--- src/verilog/ovp_irq_regs.svh ---
// constants for the over-voltage protection event and interrupt logic
`ifndef OVP_IRQ_REGS_SVH
`define OVP_IRQ_REGS_SVH
`define SYNC_STAGES      2
`define FLAG_RESET       1'b0
`define OV_DIS_RESET     1'b0
`define BUCK_EN_RESET    1'b0
`define LDO_EN_RESET     1'b1
`endif

--- src/verilog/ovp_irq_pkg.sv ---
// types shared by the over-voltage protection event and interrupt logic
package ovp_irq_pkg;
  typedef enum logic [1:0] {
    ARM_IDLE,
    ARM_PENDING,
    ARM_WAIT_LOW
  } arm_state_t;
endpackage

--- src/verilog/flag_if.sv ---
// flag event, clear and pending bundle between the top and the flag cells
`timescale 1ns/100ps
interface flag_if;
  logic set_evt;
  logic clr;
  logic flag;
  modport owner (input set_evt, input clr, output flag);
  modport user  (output set_evt, output clr, input flag);
endinterface

--- src/verilog/overvoltage_protect_irq.sv ---
// over-power and ac clamp protection with status flags and interrupt pin
`timescale 1ns/100ps
`include "ovp_irq_regs.svh"
module overvoltage_protect_irq
  import ovp_irq_pkg::*;
(
  input  wire logic clk,
  input  wire logic resetn,
  // comparator levels, asynchronous to clk
  input  wire logic ovd_above_en,
  input  wire logic ovd_above_dis,
  input  wire logic ovp_above_en,
  input  wire logic ovp_above_dis,
  // host control bits, on the clk domain
  input  wire logic over_power_irq_enable,
  input  wire logic clamp_irq_enable,
  input  wire logic over_power_flag_clear,
  input  wire logic clamp_flag_clear,
  input  wire logic auto_status_clear,
  input  wire logic upper_status_read,
  input  wire logic converter_ov_disable_enable,
  input  wire logic buck_enable_wr,
  input  wire logic buck_enable_wdata,
  // status and control outputs
  output logic      over_power_flag,
  output logic      clamp_flag,
  output logic      buck_converter_enable,
  output logic      ldo_enable,
  // open-drain pin drivers and ac shorts
  output logic      tune_pin_a_out,
  output logic      tune_pin_a_oe_n,
  output logic      tune_pin_b_out,
  output logic      tune_pin_b_oe_n,
  output logic      ac_input_a_short,
  output logic      ac_input_b_short,
  output logic      irq_n_out,
  output logic      irq_n_oe_n
);
  // ------------------------------------------------------------
  // state
  // ------------------------------------------------------------
  typedef struct packed {
    // over-power re-arm walk
    arm_state_t arm;
    // synced over-power enable, one cycle late
    logic       ovd_en_prev;
    // tune pins pulled while set
    logic       ovd_hold;
    // ac inputs shorted while set
    logic       clamp_hold;
    // buck converter enable bit
    logic       buck_en;
    // clamp flag, one cycle late
    logic       clamp_flag_prev;
  } top_state_t;
  top_state_t s_q;
  top_state_t s_d;
  logic ovd_en_s;
  logic ovd_dis_s;
  logic ovp_en_s;
  logic ovp_dis_s;
  logic auto_clr;
  flag_if ovd_f ();
  flag_if ovp_f ();
  logic       clamp_rise;
  logic       op_cause;
  logic       clamp_cause;
  logic [1:0] tune_oe_n_v;
  logic [1:0] ac_short_v;
  // ------------------------------------------------------------
  // elaboration checks
  // ------------------------------------------------------------
  // the shift chain needs two or more stages
  if (`SYNC_STAGES < 2) begin : g_sync_check
    $error("synchroniser needs two or more stages");
  end
  // ------------------------------------------------------------
  // decode helpers
  // ------------------------------------------------------------
  // rising edge of a level against its registered copy
  function automatic logic rose_now(
    input logic cur,
    input logic prev
  );
    return cur & ~prev;
  endfunction
  // hysteresis hold: set above enable, drop below release
  function automatic logic hyst_next(
    input logic hold,
    input logic above_en,
    input logic above_dis
  );
    logic nxt;
    nxt = hold;
    if (above_en) begin
      nxt = 1'b1;
    end else if (!above_dis) begin
      nxt = 1'b0;
    end
    return nxt;
  endfunction
  // re-arm walk: release seen, then a fresh crossing
  function automatic arm_state_t arm_next(
    input arm_state_t cur,
    input logic       set_now,
    input logic       flag_now,
    input logic       above_dis
  );
    arm_state_t nxt;
    nxt = cur;
    case (cur)
      ARM_IDLE: begin
        if (set_now) begin
          nxt = ARM_PENDING;
        end
      end
      ARM_PENDING: begin
        if (!flag_now) begin
          nxt = above_dis ? ARM_WAIT_LOW : ARM_IDLE;
        end
      end
      ARM_WAIT_LOW: begin
        if (!above_dis) begin
          nxt = ARM_IDLE;
        end
      end
      default: begin
        nxt = ARM_IDLE;
      end
    endcase
    return nxt;
  endfunction
  // buck enable: host write, auto disable on clamp rise wins
  function automatic logic buck_next(
    input logic cur,
    input logic wr,
    input logic wdata,
    input logic clamp_rise_now,
    input logic ov_dis,
    input logic clamp_ie
  );
    logic nxt;
    nxt = cur;
    if (wr) begin
      nxt = wdata;
    end
    if (clamp_rise_now & ov_dis & clamp_ie) begin
      nxt = 1'b0;
    end
    return nxt;
  endfunction
  // an enabled source stays pending while flagged or held
  function automatic logic irq_cause(
    input logic enable,
    input logic flag,
    input logic hold
  );
    return enable & (flag | hold);
  endfunction
  // ------------------------------------------------------------
  // comparator synchronisers
  // ------------------------------------------------------------
  // over-power enable comparator
  level_sync u_sync_ovd_en (
    .clk    (clk),
    .resetn (resetn),
    .din    (ovd_above_en),
    .dout   (ovd_en_s)
  );
  // over-power release comparator
  level_sync u_sync_ovd_dis (
    .clk    (clk),
    .resetn (resetn),
    .din    (ovd_above_dis),
    .dout   (ovd_dis_s)
  );
  // clamp enable comparator
  level_sync u_sync_ovp_en (
    .clk    (clk),
    .resetn (resetn),
    .din    (ovp_above_en),
    .dout   (ovp_en_s)
  );
  // clamp release comparator
  level_sync u_sync_ovp_dis (
    .clk    (clk),
    .resetn (resetn),
    .din    (ovp_above_dis),
    .dout   (ovp_dis_s)
  );
  // ------------------------------------------------------------
  // sticky flags
  // ------------------------------------------------------------
  // over-power detect flag
  sticky_flag u_ovd_flag (
    .clk    (clk),
    .resetn (resetn),
    .port   (ovd_f.owner)
  );
  // over-voltage clamp flag
  sticky_flag u_ovp_flag (
    .clk    (clk),
    .resetn (resetn),
    .port   (ovp_f.owner)
  );
  // read of the upper status register with auto clear on
  assign auto_clr = auto_status_clear & upper_status_read;
  // over-power flag set only on an armed rising edge
  assign ovd_f.set_evt = rose_now(ovd_en_s, s_q.ovd_en_prev) & (s_q.arm == ARM_IDLE);
  assign ovd_f.clr     = over_power_flag_clear | auto_clr;
  // clamp flag set while above clamp threshold
  assign ovp_f.set_evt = ovp_en_s;
  assign ovp_f.clr     = clamp_flag_clear | auto_clr;
  // clamp flag rising edge, drives the buck auto disable
  assign clamp_rise    = rose_now(ovp_f.flag, s_q.clamp_flag_prev);
  // ------------------------------------------------------------
  // next state
  // ------------------------------------------------------------
  always_comb begin
    // start from the held state
    s_d             = s_q;
    // registered copies for edge detection
    s_d.ovd_en_prev = ovd_en_s;
    s_d.clamp_flag_prev = ovp_f.flag;
    // over-power and clamp holds with hysteresis
    s_d.ovd_hold   = hyst_next(s_q.ovd_hold, ovd_en_s, ovd_dis_s);
    s_d.clamp_hold = hyst_next(s_q.clamp_hold, ovp_en_s, ovp_dis_s);
    // re-arm only after release then fresh crossing
    s_d.arm        = arm_next(s_q.arm, ovd_f.set_evt, ovd_f.flag, ovd_dis_s);
    // buck enable: host write, auto disable on clamp rise
    s_d.buck_en    = buck_next(s_q.buck_en, buck_enable_wr, buck_enable_wdata, clamp_rise,
                               converter_ov_disable_enable, clamp_irq_enable);
  end
  // ------------------------------------------------------------
  // registers
  // ------------------------------------------------------------
  // state register, async reset to constants
  always_ff @(posedge clk or negedge resetn) begin
    if (!resetn) begin
      s_q.arm             <= ARM_IDLE;
      s_q.ovd_en_prev     <= 1'b0;
      s_q.ovd_hold        <= 1'b0;
      s_q.clamp_hold      <= 1'b0;
      s_q.buck_en         <= `BUCK_EN_RESET;
      s_q.clamp_flag_prev <= 1'b0;
    end else begin
      s_q <= s_d;
    end
  end
  // ------------------------------------------------------------
  // outputs
  // ------------------------------------------------------------
  assign over_power_flag       = ovd_f.flag;
  assign clamp_flag            = ovp_f.flag;
  assign buck_converter_enable = s_q.buck_en;
  assign ldo_enable            = `LDO_EN_RESET;
  // ------------------------------------------------------------
  // pin drivers
  // ------------------------------------------------------------
  // open-drain tune pins drive low, enable low while pulling
  assign tune_pin_a_out   = 1'b0;
  assign tune_pin_b_out   = 1'b0;
  // per-pin copies of the tune hold and the clamp short
  for (genvar g = 0; g < 2; g++) begin : g_pin
    assign tune_oe_n_v[g] = ~s_q.ovd_hold;
    assign ac_short_v[g]  = s_q.clamp_hold;
  end
  // pin a and pin b
  assign tune_pin_a_oe_n  = tune_oe_n_v[0];
  assign tune_pin_b_oe_n  = tune_oe_n_v[1];
  assign ac_input_a_short = ac_short_v[0];
  assign ac_input_b_short = ac_short_v[1];
  // ------------------------------------------------------------
  // interrupt pin
  // ------------------------------------------------------------
  // interrupt causes: enabled source flagged, or enabled source held until released
  assign op_cause    = irq_cause(over_power_irq_enable, ovd_f.flag, s_q.ovd_hold);
  assign clamp_cause = irq_cause(clamp_irq_enable, ovp_f.flag, s_q.clamp_hold);
  // open-drain line: enable low while any cause is pending
  assign irq_n_out   = 1'b0;
  assign irq_n_oe_n  = ~(op_cause | clamp_cause);
endmodule

--- src/verilog/level_sync.sv ---
// two flip-flop synchroniser for one comparator level
`timescale 1ns/100ps
`include "ovp_irq_regs.svh"
module level_sync (
  input  wire logic clk,
  input  wire logic resetn,
  input  wire logic din,
  output logic      dout
);
  typedef struct packed {
    logic [`SYNC_STAGES-1:0] sh;
  } sync_state_t;
  sync_state_t s_q;
  sync_state_t s_d;
  // shift chain, first stage read only by the second
  always_comb begin
    s_d    = s_q;
    s_d.sh = {s_q.sh[`SYNC_STAGES-2:0], din};
  end
  always_ff @(posedge clk or negedge resetn) begin
    if (!resetn) begin
      s_q <= '0;
    end else begin
      s_q <= s_d;
    end
  end
  assign dout = s_q.sh[`SYNC_STAGES-1];
endmodule

--- src/verilog/sticky_flag.sv ---
// sticky status flag, set beats clear
`timescale 1ns/100ps
`include "ovp_irq_regs.svh"
module sticky_flag (
  input  wire logic clk,
  input  wire logic resetn,
  flag_if.owner     port
);
  typedef struct packed {
    logic flag;
  } flag_state_t;
  flag_state_t s_q;
  flag_state_t s_d;
  // set wins over a clear in the same cycle
  always_comb begin
    s_d = s_q;
    if (port.clr) begin
      s_d.flag = 1'b0;
    end
    if (port.set_evt) begin
      s_d.flag = 1'b1;
    end
  end
  always_ff @(posedge clk or negedge resetn) begin
    if (!resetn) begin
      s_q.flag <= `FLAG_RESET;
    end else begin
      s_q <= s_d;
    end
  end
  assign port.flag = s_q.flag;
endmodule

--- config.mk ---
export PLATFORM = sky130hd
export DESIGN_NAME = overvoltage_protect_irq
export DESIGN_NICKNAME = d
export VERILOG_FILES = /design/src/verilog/ovp_irq_pkg.sv /design/src/verilog/flag_if.sv /design/src/verilog/overvoltage_protect_irq.sv /design/src/verilog/level_sync.sv /design/src/verilog/sticky_flag.sv
export VERILOG_INCLUDE_DIRS = /design/src /design/src/verilog
export SDC_FILE = /design/constraint.sdc
export NUM_CORES = 1
export LEC_CHECK = 0
export BUFFER_PORTS_ARGS = -buffer_cell sky130_fd_sc_hd__buf_2
export CAP_MARGIN = 20
export CORE_MARGIN = 5
export CORE_UTILIZATION = 35
export DETAILED_ROUTE_END_ITERATION = 12
export GPL_ROUTABILITY_DRIVEN = 0
export PLACE_DENSITY = 0.64
export SYNTH_ARGS = -nofsm -noshare
export SYNTH_HDL_FRONTEND = slang
export SYNTH_HIERARCHICAL = 1
export SYNTH_SLANG_ARGS = --single-unit
export TNS_END_PERCENT = 50
--- constraint.sdc ---
create_clock -name clk -period 1 [get_ports clk]
set_input_delay 0.15 -clock clk [delete_from_list [all_inputs] [get_ports clk]]
set_output_delay 0.15 -clock clk [all_outputs]
set_load 0.03 [all_outputs]
==> summary.md <==
| Metric | Value |
|---|---|
| Slack of the worst reg-to-reg path | 60 ps |
| Row count | 15 |
| VDD IR max | 0.00115 V |
| Clock-pin slew on the worst setup and hold paths | 90 ps |
| Post-route DRC | 0 |
| Fin crit period | 1270 ps |
| Die ar. | 2720 um2 |
| Fin area | 936 um2 |
| Pin count of the biggest net entering global routing | 18 |
| Fmax | 0.789 GHz |
| Initial Utilization | 0.364 |
| RSZ-0062 raised after global routing | yes |
| Vert. Die Dim | 52.2 um |
| Placed inst area | 762 um2 |
| Via/cell ratio | 4.18 |
| Startpoint type of the worst setup path | register |
| Hold Path Class | in2reg |
| Share of post-route cells with drive strength above 1 | 0.513 |
| Failing checks | setup timing |
| First-pass GRT wire length | 1810 um |
| Setup ws final | -267 ps |
| CTS max path bufs | 2 |
| I/O Buffers | 22 |
| Hpwl dp | 842 um |
| Status | complete, but fails checks |
| Yosys warning total | 6 |
| Final antenna-violating net count | 0 |
| IO Count | 27 |
| Leakage Power | 0.482 nW |
| Antenna diodes | 0 |
| PwrDens | 1540 nW/um2 |
| Pre-CTS setup slack | -49.7 ps |
| Worst Skew | 5.87 ps |
| CTS Sinks | 17 |
| Via count | 431 |
| Vias in the first global route | 427 |
| TritonCTS Buffers | 3 |
| Worst path arrival time | 1120 ps |
| Mapped Cells | 46 |
| Die W | 52.2 um |
| Worst path required time | 850 ps |
| FILL cells | 147 |
| Number of library cell types mapped by synthesis | 14 |
| H-tree lvl count | 1 |
| Avg Cell Area, Syn | 13.5 um2 |
| CTS tree | done |
| Area growth, synth to finish | 50.5% |
| Clock Latency Late Sink | 290 ps |
| Core Box Area | 1710 um2 |
| Hold_ws | 73.0 ps |
| Synthesized flop and latch total | 17 |
| DRT Pass-1 Iters | 2 |
| # setup viols final | 7 |
| CP Capture Type | primary output |
| Total global routing overflow | 0 |
| Overall Power | 0.00144 W |
| Final Hold Viols | 0 |
| Drt wl/cell | 11.1 um |
| CTS root buf | clkbuf_4 |
| Nets | 94 |
| CP Class | reg2out |
| Max-cap violations | 0 |
| Initial antenna violation count | 0 |
| Post-synthesis sequential area ratio | 0.684 |
| GRT Total Usage | 0.0926 |
| Final Cycle Share | 1.27 |
| WL final | 1140 um |
| CP max FO | 2 |
| Cell area after synthesis | 622 um2 |
| Pins over their slew limit | 0 |
| Drt first-iter violations | 1 |
-- cell families after synthesis --
logic type / Yosys count / share of synthesized area
DFF: 17 / 0.684
muxes: 1 / 0.0161
AOI/OAI and AO/OA: 11 / 0.129
and+or+nand+nor: 4 / 0.0563
buffers and inverters: 11 / 0.103
other: 2 / 0.0121
-- what timing repair did --
action                                  4_1_cts  5_1_grt
setup buffers                                 1        1
pin swaps                                     2        0
hold buffers                                  5        0
hold endpoints to repair                     21        0
cloned                                        0        0
endpoints found under the setup margin        8       10
gates resized for setup                      25        4
-- sequential cells by signal, summed over array words and instances (netlist names) --
signal,flops
ac_input_a_short,1
buck_converter_enable,1
s_q,5
u_ovd_flag/port.flag,1
u_ovp_flag/port.flag,1
u_sync_ovd_dis/s_q,2
u_sync_ovd_en/s_q,2
u_sync_ovp_dis/s_q,2
u_sync_ovp_en/s_q,2
-- power by group --
| part | switching [W] | internal [W] | total, W |
|---|---|---|---|
| clock network | 0.000201 | 0.000149 | 0.000350 |
| registers | 0.0000411 | 0.000739 | 0.000780 |
| logic | 0.000153 | 0.000159 | 0.000312 |
-- final timing paths --
| check | start | to | depth (start not counted) |
|---|---|---|---|
| setup / recovery | u_ovd_flag/port.flag | irq_n_oe_n | 3 |
| hold / removal | converter_ov_disable_enable | buck_converter_enable | 2 |
| setup reg to reg | s_q[6] | s_q[5] | 2 |
| hold reg to reg | u_sync_ovp_en/s_q[0] | u_sync_ovp_en/s_q[1] | 0 |
| max in group asynchronous | resetn | u_ovp_flag/port.flag | 2 |
| min in group asynchronous | resetn | s_q[4] | 2 |
-- per-layer routing --
layer  part of all wire  vias up  track usage
met1               0.37      207       0.0931
met3              0.080        2       0.0458
met5                  0        -            0
li1                   -      204            -
met2               0.54       18        0.161
met4             0.0096        0       0.0383
-- cell usage in the layout (no fill, tap or decap), types with 2 or more instances in the layout --
cell type / netlist / routed
inv_1: 5 / 4
dfrtp_2: 0 / 3
dlygate4sd3_1: 0 / 5
buf_6: 0 / 12
conb_1: 2 / 4
o21ai_2: 0 / 2
buf_2: 0 / 14
a21o_1: 6 / 6
dfrtp_1: 17 / 14
clkbuf_4: 0 / 3
-- synth_stat cells (all sizes together) --
| master | number | share of area |
|---|---|---|
| a21o | 6 | 0.072 |
| a31o | 1 | 0.014 |
| a41oi | 1 | 0.014 |
| and2 | 1 | 0.010 |
| buf | 6 | 0.072 |
| conb | 2 | 0.012 |
| dfrtp | 17 | 0.68 |
| inv | 5 | 0.030 |
| mux2i | 1 | 0.016 |
| nor2b | 1 | 0.010 |
| nor3b | 1 | 0.012 |
| nor4b | 1 | 0.024 |
| o21a | 1 | 0.012 |
| o21ai | 2 | 0.016 |
-- worst max-delay path, stage by stage (launching register included) --
cell,delay (ps)
dfrtp_2,430
o21ai_2,130
and2_4,140
buf_6,120
-- layout make-up --
type                            instances  area (um2)  area share
Clock buffer                            3        22.5      0.0241
Clock inverter                          1        5.00     0.00535
Timing Repair Buffer                   32         263       0.281
Tap cell                               25        31.3      0.0334
Multi-Input combinational cell         20         164       0.175
Inverter                                5        21.3      0.0227
Sequential cell                        17         429       0.459
-- per-stage QoR --
stage / std cells / setup TNS [ps] / util
final: 103 / -1030 / 0.548
after global routing: 103 / -1380 / 0.548
after CTS: 103 / -1260 / 0.538
after detailed placement: 93 / -49.7 / 0.446
after global placement: 93 / -13.4 / 0.446
after floorplan: 48 / 0 / -
No activity file was read; power rests on OpenSTA's default activity.
